==> src/include/lcc_pkg.sv <==
// Behaviour
// Bit 7 of the cell control register turns the edge detector on the cell output on, and 0 bypasses it.
// With the pin-output enable bit set the cell result drives its own pin, overriding the port setup; cleared, nothing reaches the pin.
// The filter field in bits 5:4 picks no filter, a synchronizer only or a full filter, and the fourth code is reserved.
// The clock-source field picks the peripheral clock for code 0x0 and cell input 2 for 0x1; 0x2, 0x3 and 0x7 are reserved.
// Clock-source 0x4 is the fast oscillator, 0x5 the 32.768 kHz oscillator and 0x6 that oscillator divided by 32.
// A pair's sequencer is clocked by the clock chosen in the even cell, whatever the odd cell chooses.
// A cell is active only while its enable bit 0 is set, and held off while it is clear.
// Input codes 0x0 mask, 0x1 feedback, 0x2 next cell output, 0x3 event A, 0x4 event B, 0x5 own pin.
// Input 1 takes comparator 0x6, serial port 1 0x8, SPI MOSI 0x9, timer A compare 1 0xA, timer B1 0xC; rest reserved.
// Input 0 takes comparator 0x6, serial port 0 0x8, SPI MOSI 0x9, timer A compare 0 0xA, timer B0 0xC; rest reserved.
// Input 2 takes comparator 0x6, serial port 2 0x8, SPI SCK 0x9, timer A compare 2 0xA, timer B2 0xC; rest reserved.
// Software uses SPI signals as inputs only while that SPI unit is master.
// Software uses serial transmit signals only in asynchronous or synchronous master mode.
// The cell output is read from an eight-bit pattern, one bit per combination of the three inputs.
// Pair sequencer codes are 0x0 off, 0x1 D flip-flop, 0x2 JK flip-flop, 0x3 D latch, 0x4 RS latch; rest reserved.
// The pattern index has input 2 as its top bit and input 0 as its bottom bit, masked inputs reading zero.
// Writes to protected cell and sequencer registers are taken only while the peripheral is disabled.
`default_nettype none
package lcc_pkg;
    // Register offsets.
    localparam logic [7:0] LCC_GCTRL_OFS  = 8'h00;
    localparam logic [7:0] LCC_SEQ0_OFS   = 8'h01;
    localparam logic [7:0] LCC_SEQ1_OFS   = 8'h02;
    localparam logic [7:0] LCC_CTRLA_OFS  = 8'h08;
    localparam logic [7:0] LCC_SELLO_OFS  = 8'h09;
    localparam logic [7:0] LCC_SELHI_OFS  = 8'h0A;
    localparam logic [7:0] LCC_PAT_OFS    = 8'h0B;
    localparam logic [7:0] LCC_STRIDE     = 8'h04;
    localparam logic [7:0] LCC_REG_RST    = 8'h00;
    // Field positions inside the cell control register.
    localparam int LCC_EDGE_BIT  = 7;
    localparam int LCC_PIN_OUTPUT_ENABLE_BIT = 6;
    localparam int LCC_FILT_LSB  = 4;
    localparam int LCC_CLK_LSB   = 1;
    localparam int LCC_EN_BIT    = 0;
    // Filter codes.
    localparam logic [1:0] LCC_FILT_OFF  = 2'h0;
    localparam logic [1:0] LCC_FILT_SYNC = 2'h1;
    localparam logic [1:0] LCC_FILT_FULL = 2'h2;
    // Cell clock source codes.
    localparam logic [2:0] LCC_PERIPHERAL_CLOCK  = 3'h0;
    localparam logic [2:0] LCC_CLK_IN2  = 3'h1;
    localparam logic [2:0] LCC_CLK_FAST = 3'h4;
    localparam logic [2:0] LCC_CLK_32K  = 3'h5;
    localparam logic [2:0] LCC_CLK_1K   = 3'h6;
    localparam logic [4:0] LCC_DIV_LAST = 5'h1F;
    // Input source codes.
    localparam logic [3:0] LCC_IN_MASK = 4'h0;
    localparam logic [3:0] LCC_IN_FB   = 4'h1;
    localparam logic [3:0] LCC_IN_LINK = 4'h2;
    localparam logic [3:0] LCC_IN_EVA  = 4'h3;
    localparam logic [3:0] LCC_IN_EVB  = 4'h4;
    localparam logic [3:0] LCC_IN_PIN  = 4'h5;
    localparam logic [3:0] LCC_IN_CMP  = 4'h6;
    localparam logic [3:0] LCC_IN_SER  = 4'h8;
    localparam logic [3:0] LCC_IN_SPI  = 4'h9;
    localparam logic [3:0] LCC_IN_TCA  = 4'hA;
    localparam logic [3:0] LCC_IN_TCB  = 4'hC;
    // Sequencer codes.
    localparam logic [3:0] LCC_SEQ_OFF = 4'h0;
    localparam logic [3:0] LCC_SEQ_DFF = 4'h1;
    localparam logic [3:0] LCC_SEQ_JK  = 4'h2;
    localparam logic [3:0] LCC_SEQ_DL  = 4'h3;
    localparam logic [3:0] LCC_SEQ_RS  = 4'h4;

    // Whole state of the block; sync bits are pins [11:0], comparator 12, fast 13, slow 14.
    typedef struct packed {
        logic                 glob_en;
        logic [1:0][3:0]      seqsel;
        logic [3:0][7:0]      ctrl;
        logic [3:0][7:0]      sello;
        logic [3:0][3:0]      selhi;
        logic [3:0][7:0]      pat;
        logic [7:0]           rdata;
        logic [14:0]          s1;
        logic [14:0]          s2;
        logic [1:0]           oprev;
        logic [4:0]           div;
        logic                 k1;
        logic [3:0][1:0]      sh;
        logic [3:0]           filt;
        logic [3:0]           eprev;
        logic [3:0]           in2prev;
        logic [3:0]           res;
        logic [3:0]           oe_n;
        logic [1:0]           seq;
    } lcc_state_s;

    localparam lcc_state_s LCC_STATE_RST = '{oe_n: 4'hF, default: '0};
endpackage : lcc_pkg
`default_nettype wire

==> src/verilog/lcc_cells.sv <==
// The implementer's own choice: the strobed register port.
`default_nettype none
module lcc_cells (
    input  wire logic        CLK,
    input  wire logic        RST,
    input  wire logic [7:0]  ADDR,
    input  wire logic [7:0]  WDATA,
    input  wire logic        WR,
    input  wire logic        RD,
    output logic      [7:0]  RDATA,
    input  wire logic [11:0] CELL_PIN_IN,
    input  wire logic [3:0]  EVENT_A,
    input  wire logic [3:0]  EVENT_B,
    input  wire logic        CMP_OUT,
    input  wire logic [2:0]  SERIAL_TX,
    input  wire logic        SPI_MOSI,
    input  wire logic        SPI_SCK,
    input  wire logic [2:0]  TIMER_A_CMP,
    input  wire logic [2:0]  TIMER_B_OUT,
    input  wire logic        FAST_OSC,
    input  wire logic        SLOW_OSC,
    output logic      [3:0]  CELL_OUT,
    output logic      [3:0]  CELL_PIN_OUT,
    output logic      [3:0]  CELL_PIN_OE_N
);

    ////////////////////////////////////////////////////////////////////////////
    // Input routing shared by all three inputs of every cell.
    function automatic logic lcc_pick(
        input logic [3:0] code,
        input logic [1:0] k,
        input logic       fb,
        input logic       link,
        input logic       eva,
        input logic       evb,
        input logic       pin,
        input logic       cmp
    );
        case (code)
            lcc_pkg::LCC_IN_MASK: lcc_pick = 1'b0;
            lcc_pkg::LCC_IN_FB:   lcc_pick = fb;
            lcc_pkg::LCC_IN_LINK: lcc_pick = link;
            lcc_pkg::LCC_IN_EVA:  lcc_pick = eva;
            lcc_pkg::LCC_IN_EVB:  lcc_pick = evb;
            lcc_pkg::LCC_IN_PIN:  lcc_pick = pin;
            lcc_pkg::LCC_IN_CMP:  lcc_pick = cmp;
            lcc_pkg::LCC_IN_SER:  lcc_pick = SERIAL_TX[k];
            lcc_pkg::LCC_IN_SPI:  lcc_pick = (k == 2'd2) ? SPI_SCK : SPI_MOSI;
            lcc_pkg::LCC_IN_TCA:  lcc_pick = TIMER_A_CMP[k];
            lcc_pkg::LCC_IN_TCB:  lcc_pick = TIMER_B_OUT[k];
            default:              lcc_pick = 1'b0;
        endcase
    endfunction : lcc_pick

    // Clock enable of a cell; reserved codes never tick, so its filter and edge registers hold.
    function automatic logic lcc_clk_en(
        input logic [2:0] src,
        input logic       in2_rise,
        input logic       fast_rise,
        input logic       slow_rise,
        input logic       k1
    );
        case (src)
            lcc_pkg::LCC_PERIPHERAL_CLOCK:  lcc_clk_en = 1'b1;
            lcc_pkg::LCC_CLK_IN2:  lcc_clk_en = in2_rise;
            lcc_pkg::LCC_CLK_FAST: lcc_clk_en = fast_rise;
            lcc_pkg::LCC_CLK_32K:  lcc_clk_en = slow_rise;
            lcc_pkg::LCC_CLK_1K:   lcc_clk_en = k1;
            default:               lcc_clk_en = 1'b0;
        endcase
    endfunction : lcc_clk_en

    // Byte address of one register of cell i.
    function automatic logic [7:0] lcc_ofs(input logic [7:0] base, input int i);
        lcc_ofs = base + lcc_pkg::LCC_STRIDE * 8'(i);
    endfunction : lcc_ofs

    ////////////////////////////////////////////////////////////////////////////
    lcc_pkg::lcc_state_s s_q;
    lcc_pkg::lcc_state_s s_d;
    logic [3:0][2:0]     idx;
    logic [3:0]          lut;
    logic [3:0]          ce;
    logic [3:0]          act;
    logic [3:0]          f_v;
    logic [3:0]          e_v;
    logic [3:0]          v_v;
    logic                fast_rise;
    logic                slow_rise;

    // Next state of the whole block.
    always_comb begin
        s_d = s_q;
        idx = '0;
        lut = '0;
        ce = '0;
        act = '0;
        f_v = '0;
        e_v = '0;
        v_v = '0;
        s_d.rdata = 8'h00;
        // Oscillators and pins come from other domains, so only the second stage is read.
        s_d.s1 = {SLOW_OSC, FAST_OSC, CMP_OUT, CELL_PIN_IN};
        s_d.s2 = s_q.s1;
        s_d.oprev = s_q.s2[14:13];
        // The fast oscillator outruns this clock; edges are only seen when it is slowed externally.
        fast_rise = s_q.s2[13] & ~s_q.oprev[0];
        slow_rise = s_q.s2[14] & ~s_q.oprev[1];
        s_d.k1 = 1'b0;
        if (slow_rise) begin
            s_d.div = s_q.div + 5'h01;
            s_d.k1 = (s_q.div == lcc_pkg::LCC_DIV_LAST);
        end

        // Register writes; protected ones are dropped while the peripheral runs.
        if (WR) begin
            if (ADDR == lcc_pkg::LCC_GCTRL_OFS) begin
                s_d.glob_en = WDATA[0];
            end
            if (!s_q.glob_en) begin
                if (ADDR == lcc_pkg::LCC_SEQ0_OFS) begin
                    s_d.seqsel[0] = WDATA[3:0];
                end
                if (ADDR == lcc_pkg::LCC_SEQ1_OFS) begin
                    s_d.seqsel[1] = WDATA[3:0];
                end
                for (int i = 0; i < 4; i++) begin
                    if (ADDR == lcc_ofs(lcc_pkg::LCC_CTRLA_OFS, i)) begin
                        s_d.ctrl[i] = WDATA;
                    end
                    if (ADDR == lcc_ofs(lcc_pkg::LCC_SELLO_OFS, i)) begin
                        s_d.sello[i] = WDATA;
                    end
                    if (ADDR == lcc_ofs(lcc_pkg::LCC_SELHI_OFS, i)) begin
                        s_d.selhi[i] = WDATA[3:0];
                    end
                    if (ADDR == lcc_ofs(lcc_pkg::LCC_PAT_OFS, i)) begin
                        s_d.pat[i] = WDATA;
                    end
                end
            end
        end

        // Register reads; unmapped addresses answer zero.
        if (RD) begin
            if (ADDR == lcc_pkg::LCC_GCTRL_OFS) begin
                s_d.rdata = {7'h00, s_q.glob_en};
            end
            if (ADDR == lcc_pkg::LCC_SEQ0_OFS) begin
                s_d.rdata = {4'h0, s_q.seqsel[0]};
            end
            if (ADDR == lcc_pkg::LCC_SEQ1_OFS) begin
                s_d.rdata = {4'h0, s_q.seqsel[1]};
            end
            for (int i = 0; i < 4; i++) begin
                if (ADDR == lcc_ofs(lcc_pkg::LCC_CTRLA_OFS, i)) begin
                    s_d.rdata = s_q.ctrl[i];
                end
                if (ADDR == lcc_ofs(lcc_pkg::LCC_SELLO_OFS, i)) begin
                    s_d.rdata = s_q.sello[i];
                end
                if (ADDR == lcc_ofs(lcc_pkg::LCC_SELHI_OFS, i)) begin
                    s_d.rdata = {4'h0, s_q.selhi[i]};
                end
                if (ADDR == lcc_ofs(lcc_pkg::LCC_PAT_OFS, i)) begin
                    s_d.rdata = s_q.pat[i];
                end
            end
        end

        // Per cell: routing, pattern, clock, filter and edge detector.
        for (int i = 0; i < 4; i++) begin
            act[i] = s_q.glob_en & s_q.ctrl[i][lcc_pkg::LCC_EN_BIT];
            // Feedback and link use registered results, which keeps loops out of the routing.
            idx[i][0] = lcc_pick(s_q.sello[i][3:0], 2'd0, s_q.res[i], s_q.res[(i + 1) % 4],
                                 EVENT_A[i], EVENT_B[i], s_q.s2[3 * i], s_q.s2[12]);
            idx[i][1] = lcc_pick(s_q.sello[i][7:4], 2'd1, s_q.res[i], s_q.res[(i + 1) % 4],
                                 EVENT_A[i], EVENT_B[i], s_q.s2[3 * i + 1], s_q.s2[12]);
            idx[i][2] = lcc_pick(s_q.selhi[i], 2'd2, s_q.res[i], s_q.res[(i + 1) % 4],
                                 EVENT_A[i], EVENT_B[i], s_q.s2[3 * i + 2], s_q.s2[12]);
            lut[i] = s_q.pat[i][idx[i]];
            ce[i] = lcc_clk_en(s_q.ctrl[i][lcc_pkg::LCC_CLK_LSB +: 3], idx[i][2] & ~s_q.in2prev[i],
                               fast_rise, slow_rise, s_q.k1);
            s_d.in2prev[i] = idx[i][2];
            if (ce[i]) begin
                s_d.sh[i] = {s_q.sh[i][0], lut[i]};
                // The full filter only passes a level seen on three cell clocks in a row.
                if (s_q.sh[i][0] == lut[i] && s_q.sh[i][1] == lut[i]) begin
                    s_d.filt[i] = lut[i];
                end
            end
            case (s_q.ctrl[i][lcc_pkg::LCC_FILT_LSB +: 2])
                lcc_pkg::LCC_FILT_OFF:  f_v[i] = lut[i];
                lcc_pkg::LCC_FILT_SYNC: f_v[i] = s_q.sh[i][1];
                lcc_pkg::LCC_FILT_FULL: f_v[i] = s_q.filt[i];
                default:                f_v[i] = lut[i];
            endcase
            // Rising edge detector, one cell clock wide.
            e_v[i] = s_q.ctrl[i][lcc_pkg::LCC_EDGE_BIT] ? (f_v[i] & ~s_q.eprev[i]) : f_v[i];
            if (ce[i]) begin
                s_d.eprev[i] = f_v[i];
            end
            v_v[i] = e_v[i];
        end

        // Pair sequencers; the two flip-flop modes run on the even cell's clock, the two latches on none.
        for (int p = 0; p < 2; p++) begin
            case (s_q.seqsel[p])
                lcc_pkg::LCC_SEQ_DFF: begin
                    if (ce[2 * p]) begin
                        s_d.seq[p] = e_v[2 * p];
                    end
                end
                lcc_pkg::LCC_SEQ_JK: begin
                    if (ce[2 * p]) begin
                        case ({e_v[2 * p], e_v[2 * p + 1]})
                            2'b10:   s_d.seq[p] = 1'b1;
                            2'b01:   s_d.seq[p] = 1'b0;
                            2'b11:   s_d.seq[p] = ~s_q.seq[p];
                            default: s_d.seq[p] = s_q.seq[p];
                        endcase
                    end
                end
                lcc_pkg::LCC_SEQ_DL: begin
                    if (e_v[2 * p + 1]) begin
                        s_d.seq[p] = e_v[2 * p];
                    end
                end
                lcc_pkg::LCC_SEQ_RS: begin
                    if (e_v[2 * p]) begin
                        s_d.seq[p] = 1'b1;
                    end else if (e_v[2 * p + 1]) begin
                        s_d.seq[p] = 1'b0;
                    end
                end
                default: begin
                    s_d.seq[p] = s_q.seq[p];
                end
            endcase
            // Reserved codes behave as a disabled sequencer.
            if (s_q.seqsel[p] != lcc_pkg::LCC_SEQ_OFF && s_q.seqsel[p] <= lcc_pkg::LCC_SEQ_RS) begin
                v_v[2 * p] = s_q.seq[p];
            end
        end

        // Results and pin drive; a disabled cell shows zero and releases its pin.
        for (int i = 0; i < 4; i++) begin
            s_d.res[i] = act[i] & v_v[i];
            s_d.oe_n[i] = ~(act[i] & s_q.ctrl[i][lcc_pkg::LCC_PIN_OUTPUT_ENABLE_BIT]);
        end
    end

    // State register.
    always_ff @(posedge CLK) begin
        if (RST) begin
            s_q <= lcc_pkg::LCC_STATE_RST;
        end else begin
            s_q <= s_d;
        end
    end

    // Outputs come straight from flip-flops.
    assign RDATA = s_q.rdata;
    assign CELL_OUT = s_q.res;
    assign CELL_PIN_OUT = s_q.res;
    assign CELL_PIN_OE_N = s_q.oe_n;

    // Cell 3 is the one taken through its filter and edge settings, so these checks watch it.
    logic cfg3_plain;
    logic cfg3_sync;
    logic cfg3_edge;
    assign cfg3_plain = act[3] && s_q.ctrl[3][7:1] == 7'h00 && s_q.seqsel[1] == lcc_pkg::LCC_SEQ_OFF;
    assign cfg3_sync = act[3] && s_q.ctrl[3][7:1] == 7'h08 && s_q.seqsel[1] == lcc_pkg::LCC_SEQ_OFF;
    assign cfg3_edge = act[3] && s_q.ctrl[3][7:1] == 7'h40 && s_q.seqsel[1] == lcc_pkg::LCC_SEQ_OFF;
endmodule : lcc_cells
`default_nettype wire

==> config.mk <==
export PLATFORM = sky130hd
export DESIGN_NAME = lcc_cells
export DESIGN_NICKNAME = d
export VERILOG_FILES = /design/src/include/lcc_pkg.sv /design/src/verilog/lcc_cells.sv
export SDC_FILE = /design/constraint.sdc
export NUM_CORES = 1
export LEC_CHECK = 0
export ABC_AREA = 0
export BUFFER_PORTS_ARGS = -buffer_cell sky130_fd_sc_hd__buf_2
export CAP_MARGIN = 20
export CORE_ASPECT_RATIO = 1.4
export CORE_MARGIN = 4
export CORE_UTILIZATION = 40
export CTS_CLUSTER_SIZE = 40
export DETAILED_ROUTE_END_ITERATION = 8
export PLACE_DENSITY = 0.66
export SYNTH_ARGS = -nofsm -noshare
export SYNTH_HDL_FRONTEND = slang
export SYNTH_SLANG_ARGS = --single-unit
==> constraint.sdc <==
create_clock -name CLK -period 3.35 [get_ports CLK]
set_input_delay 0.335 -clock CLK [delete_from_list [all_inputs] [get_ports CLK]]
set_output_delay 0.335 -clock CLK [all_outputs]
set_load 0.03 [all_outputs]
; Yosys cells after proc, flatten, opt, wreduce, memory -nomap -nowiden
; Cells that the tools add are included.
[totals]
reg_bits = 197
input_bits = 54
output_inout_bits = 20
word_cells = 394
[op_classes]
add_sub_neg = 1
magnitude_cmp = 6
eq_ne = 195
mux = 67
bitwise = 41
n_reduce_logical = 42
[ops]
columns = operator, count
row1 = "4-bit equality test, second input constant", 48
row2 = "4-bit by 3-bit equality test with 1-bit output, second input constant", 38
row3 = 8-bit two-way mux, 18
row4 = 1-bit case mux with 10 select lines, 12
row5 = "4-bit by 2-bit equality test with 1-bit output, second input constant", 28
row6 = "8-bit by 4-bit equality test with 1-bit output, second input constant", 8
row7 = "8-bit by 5-bit equality test with 1-bit output, second input constant", 8
row8 = "4-bit by 1-bit equality test with 1-bit output, second input constant", 14
row9 = 3-bit AND reduction, 18
row10 = "3-bit equality test, second input constant", 12
row11 = 1-bit bitwise AND, 22
row12 = 1-bit two-way mux, 21
row13 = 1-bit case mux with 5 select lines, 4
row14 = 1-bit inverter, 19
row15 = "2-bit equality test, second input constant", 8
row16 = "3-bit by 4-bit < comparator with 1-bit output, second input constant", 4
row17 = 4-bit nonzero test, 4
row18 = 1-bit binary-select mux with 3-bit select, 4
row19 = "2-bit by 1-bit equality test with 1-bit output, second input constant", 6
row20 = "3-bit by 1-bit equality test with 1-bit output, second input constant", 4
row21 = 3-bit logical NOT, 4
row22 = "2-bit != test, second input constant", 6
row23 = 6-bit AND reduction, 2
row24 = 2-bit AND reduction, 5
row25 = other kinds (14), 35

; Depth between registers and ports, before layout
[depth]
ltp_word = 20
depth_mapped = 10

; Least setup slack after synthesis
; Ideal clock, no wire load.
[synth_path]
kind = register -> register
startpoint = register s_q[141] (netlist bit)
endpoint = register s_q[1] (netlist bit)
setup_time_ps = 118
arrival_time_ps = 2520
required_ps = 3232
slack_ps = 712
path_stages_with_launch = 11
path_buffers = 1
period_less_slack_ps = 2638
cell_sequence = dfxtp_1 buf_6 nand2b_1 mux4_2 a21oi_2 mux2i_1 mux2i_1 mux2_2 o21a_1 a2111o_1 o2111a_1
[synth_via]
elab_chain_cells = 11
word_cells_on_any_way = 28
classes_between = eq/ne (15) / mux (11) / bitwise (1) / reduce/logical (1)
[synth_lines]
columns = element, line
row1 = "start, declared", lcc_cells.sv:79  ; lcc_pkg::lcc_state_s s_q;
row2 = "start signal, assigned", lcc_cells.sv:256  ; s_q <= lcc_pkg::LCC_STATE_RST;
row3 = 4-bit equality test (tied with other cells), lcc_cells.sv:39  ; case (code)
row4 = 1-bit case mux with 10 select lines *, lcc_cells.sv:39
row5 = 1-bit binary-select mux with 3-bit select *, lcc_cells.sv:181  ; lut[i] = s_q.pat[i][idx[i]];
row6 = 1-bit two-way mux (not written as such) *, lcc_cells.sv:181
row7 = 1-bit case mux with 2 select lines *, lcc_cells.sv:192  ; case (s_q.ctrl[i][lcc_pkg::LCC_FILT_LSB +: 2])
row8 = 1-bit bitwise AND, lcc_cells.sv:199  ; e_v[i] = s_q.ctrl[i][lcc_pkg::LCC_EDGE_BIT] ? (f_v[i] & ~s_q.eprev[i]) : f_v[i];
row9 = 1-bit two-way mux *, lcc_cells.sv:199
row10 = 2-bit equality test or 2-bit by 1-bit equality test with 1-bit output (tied branches), lcc_cells.sv:216  ; case ({e_v[2 * p], e_v[2 * p + 1]})
row11 = 1-bit case mux with 3 select lines, lcc_cells.sv:216
row12 = 1-bit two-way mux, lcc_cells.sv:215  ; if (ce[2 * p]) begin
row13 = 1-bit case mux with 4 select lines, lcc_cells.sv:208  ; case (s_q.seqsel[p])
; Every way passes the cells marked *; elsewhere a longest branch is shown, timed or not. The select of a mux whose other input is x is not followed.
; A chain may end at the register's enable or synchronous reset.

; Final worst setup path
[layout_path]
startpoint = register s_q[50] (netlist bit)
endpoint = register s_q[1] (netlist bit)
[layout_via]
elab_chain_cells = 10
word_cells_on_any_way = 33
classes_between = eq/ne (8) / mux (21) / bitwise (3) / reduce/logical (1)
[layout_lines]
columns = element, line
row1 = 1-bit case mux with 10 select lines, lcc_cells.sv:39
row2 = 1-bit binary-select mux with 3-bit select, lcc_cells.sv:181
row3 = 1-bit two-way mux (not written as such), lcc_cells.sv:181
row4 = 1-bit case mux with 2 select lines, lcc_cells.sv:192
row5 = 1-bit bitwise AND, lcc_cells.sv:199
row6 = 1-bit two-way mux, lcc_cells.sv:199
row7 = 2-bit equality test or 2-bit by 1-bit equality test with 1-bit output (tied branches), lcc_cells.sv:216
row8 = 1-bit case mux with 3 select lines, lcc_cells.sv:216
row9 = 1-bit two-way mux, lcc_cells.sv:215
row10 = 1-bit case mux with 4 select lines, lcc_cells.sv:208
; Several ways; a longest one is shown, not always the timed one. The select of a mux whose other input is x is not followed.

==> load_flow_metrics.sql <==
INSERT INTO impl_metrics (metric_group, metric, value, unit) VALUES
('setup_path', 'critical-path-slowest-cell', 'sky130_fd_sc_hd__dfxtp_1', ''),
('power', 'ir_worst_vdd', '324', 'µV'),
('setup_path', 'setup.worst_path.class', 'flop to flop', ''),
('timing', 'period_share', '89.9', '%'),
('place', 'portBuffers', '73', ''),
('layout', 'flow.area_growth_from_synthesis', '10.1', '%'),
('setup_path', 'critical_path_buf_inv_count', '0', ''),
('place', 'dp_hpwl', '24.7', 'mm'),
('logic_synthesis', 'synth.net_count', '1309', ''),
('setup_path', 'critPathCaptureType', 'flop', ''),
('timing', 'tns', '0', 'ns'),
('worst_hold_path', 'hold_start', 'CELL_PIN_IN[2]', ''),
('floorplanning', 'die_height', '201', 'µm'),
('cts', 'cts-htree-levels', '4', ''),
('timing', 'finalHoldViolations', '0', ''),
('worst_hold_path', 'worstHoldEndpoint', 's_d[40]', ''),
('cts', 'post_cts.repair.setup_buffers', '0', ''),
('floorplanning', 'die_area', '29300', 'µm²'),
('routing', 'first_pass_iters', '6', ''),
('logic_synthesis', 'synth_commonest_cells', 'sky130_fd_sc_hd__dfxtp_1 (197), sky130_fd_sc_hd__nor2_1 (169), sky130_fd_sc_hd__mux2i_1 (168)', ''),
('cts', 'clock_pin_slew_on_the_worst_setup_and_hold_paths', '0.08', 'ns'),
('timing', 'max_freq', '332', 'MHz'),
('place', 'gp_congestion', '0.961', ''),
('routing', 'antenna_violating_nets_post_route', '0', ''),
('power', 'power_density', '413', 'nW/µm²'),
('setup_path', 'worst-r2r-setup-slack', '0.34', 'ns'),
('layout', 'num-nets-final', '1321', ''),
('worst_hold_path', 'min_path_cells', '2', ''),
('setup_path', 'crit_path_max_fanout', '12', ''),
('logic_synthesis', 'synth_cells', '1245', ''),
('cts', 'clk_path_buf_depth', '2', ''),
('cts', 'clock_sinks', '197', ''),
('floorplanning', 'initial_utilization', '40.6', '%'),
('routing', 'initialDrtViolationCount', '831', ''),
('setup_path', 'cells_along_the_critical_path', 'mux2_2 > a211oi_1 > mux2i_4 > mux2i_1 > mux2i_1 > mux2i_1 > a221oi_2 > a2111o_1 > o2111a_1', ''),
('setup_path', 'critPathMostFrequentCell', 'sky130_fd_sc_hd__mux2i_1', ''),
('logic_synthesis', 'syn-cell-area', '10600', 'µm²'),
('timing', 'grt_setup_unrepaired', 'false', ''),
('setup_path', 'arrival', '3.35', 'ns'),
('routing', 'vias', '9297', ''),
('timing', 'timing.final.crit_period', '3.01', 'ns'),
('logic_synthesis', 'ys_ff_latch', '197', ''),
('flow_run', 'timing.max_cap.violations', '0', ''),
('cts', 'cts_hold_buffers', '0', ''),
('logic_synthesis', 'async_reset_ff_share', '0', '%'),
('place', 'place_ws', '0.371', 'ns'),
('routing', 'drt-total-wl', '34.1', 'mm'),
('timing', 'setup_slack', '0.338', 'ns'),
('logic_synthesis', 'yosysSeqAreaShare', '37.1', '%'),
('layout', 'share_of_post_route_cells_with_drive_strength_above_1', '13.6', '%'),
('cts', 'worstSkewPairLatency', '0.46', 'ns'),
('setup_path', 'critical_path.reg2reg.startpoint', 's_q[50]', ''),
('floorplanning', 'die_w', '146', 'µm'),
('global_routing', 'grt_first_pass_wirelength', '52.3', 'mm'),
('cts', 'cts_tree', 'yes', ''),
('setup_path', 'critical_path.reg2reg.endpoint', 's_q[1]', ''),
('logic_synthesis', 'yosys_most_used_dff', 'sky130_fd_sc_hd__dfxtp_1', ''),
('global_routing', 'gr-total-overflow', '0', ''),
('timing', 'setup-violations-final', '0', ''),
('logic_synthesis', 'avgSynthCellArea', '8.54', 'µm²'),
('logic_synthesis', 'most_common_cell_in_the_netlist', 'sky130_fd_sc_hd__dfxtp_1', ''),
('setup_path', 'critPathMaxStageDelay', '0.79', 'ns'),
('logic_synthesis', 'ys_types', '69', ''),
('status', 'run_status', 'complete, no violations', ''),
('logic_synthesis', 'synthTopCellsByArea', 'sky130_fd_sc_hd__dfxtp_1 (37%), sky130_fd_sc_hd__mux2i_1 (16%), sky130_fd_sc_hd__nor2_1 (6.0%)', ''),
('cts', 'cts_made_buffers', '17', ''),
('cts', 'postCtsResizedCells', '0', ''),
('setup_path', 'worst-r2r-cell-count', '9', ''),
('worst_hold_path', 'worst_hold_check_path_type', 'input pin to flop', ''),
('global_routing', 'grt_usage', '23.0', '%'),
('setup_path', 'worstSetupStartpointType', 'flop', '');
## report_power, final
part / total [mW] / leakage, nW / switching, mW / internal, mW
Combinational: 0.287 / 2.53 / 0.203 / 0.0841
Clock: 2.17 / 0.300 / 1.03 / 1.14
Sequential: 2.37 / 1.59 / 0.0136 / 2.36
## cell usage in the layout, fill, tap and decap left out, types with 4 or more instances in the layout
master,instances
sky130_fd_sc_hd__nor3b_1,4
sky130_fd_sc_hd__a21oi_1,77
sky130_fd_sc_hd__nor2b_1,60
sky130_fd_sc_hd__a211oi_1,8
sky130_fd_sc_hd__inv_6,4
sky130_fd_sc_hd__buf_4,24
sky130_fd_sc_hd__o22ai_1,16
sky130_fd_sc_hd__nand3_1,33
sky130_fd_sc_hd__nor2_1,169
sky130_fd_sc_hd__o21ai_0,68
sky130_fd_sc_hd__and3_1,9
sky130_fd_sc_hd__a31oi_1,11
sky130_fd_sc_hd__mux2i_1,168
sky130_fd_sc_hd__a221oi_1,8
sky130_fd_sc_hd__dfxtp_1,197
sky130_fd_sc_hd__a22oi_1,9
sky130_fd_sc_hd__inv_1,28
sky130_fd_sc_hd__ha_1,10
sky130_fd_sc_hd__nand2b_1,20
sky130_fd_sc_hd__a22o_1,5
sky130_fd_sc_hd__buf_2,72
sky130_fd_sc_hd__nand4_1,9
sky130_fd_sc_hd__o2111ai_1,4
sky130_fd_sc_hd__clkbuf_16,17
sky130_fd_sc_hd__mux2_2,18
sky130_fd_sc_hd__nand2_1,94
sky130_fd_sc_hd__o211ai_1,15
sky130_fd_sc_hd__nand3b_1,16
sky130_fd_sc_hd__nor3_1,9
sky130_fd_sc_hd__mux4_2,10
## per-layer routing
metal	global-route usage (%)	vias up	routed length (µm)
met5	0	-	0
met1	28.7	4447	14000
met3	3.68	77	2100
li1	-	4400	-
met4	13.0	0	1860
met2	37.6	373	16200
## worst max-delay path by stage
| stage | from | endpoint | slack, ns | depth (start not counted) |
|---|---|---|---|---|
| 4_1_cts | s_q[153] | s_q[1] | 0.36 | 9 |
| 6_report | s_q[50] | s_q[1] | 0.34 | 9 |
| 3_3_place_gp | SPI_MOSI | s_q[1] | 0.46 | 10 |
| 3_5_place_dp | s_q[153] | s_q[1] | 0.37 | 9 |
| 2_1_floorplan | s_q[141] | s_q[1] | 0.71 | 10 |
| 5_1_grt | s_q[153] | s_q[1] | 0.16 | 9 |
## layout make-up
type | count | area [µm²] | share of cell area (%)
Clock inverter | 15 | 191 | 1.64
Inverter | 29 | 109 | 0.930
Sequential cell | 197 | 3940 | 33.7
Clock buffer | 17 | 425 | 3.64
Timing Repair Buffer | 97 | 552 | 4.72
Multi-Input combinational cell | 915 | 6070 | 51.9
Tap cell | 324 | 405 | 3.46
## cells by family after synthesis
family,count (synthesis),synth area share [%]
AOI/OAI and AO/OA,254,15.1
muxes,198,20.2
and+or+nand+nor,448,20.3
buffers and inverters,133,5.77
adders and majority gates,10,1.18
xor gates and xnor gates,5,0.412
DFF,197,37.1
## through the flow
stage,std cells,util [%],hold WS (ns),area (µm²)
floorplan,1245,-,0.381,10600
global placement,1562,42.3,0.423,11100
detailed placement,1562,42.3,0.419,11100
CTS,1594,44.7,0.0704,11700
global route,1594,44.7,0.0669,11700
finish,1594,44.7,0.0836,11700
## sequential cells by signal (all words and copies together) (netlist names)
name and flops:
CELL_OUT 4, CELL_PIN_OE_N 4, RDATA 8, s_d 17, s_q 164
## worst reg2reg max path: cells and delay by family (launching register included)
kind / cells / cell delay (ns)
AO/OA/AOI/OAI: 4 / 0.79
flip-flops: 1 / 0.79
multiplexers: 5 / 1.33
No activity file was read; power rests on OpenSTA's default activity.
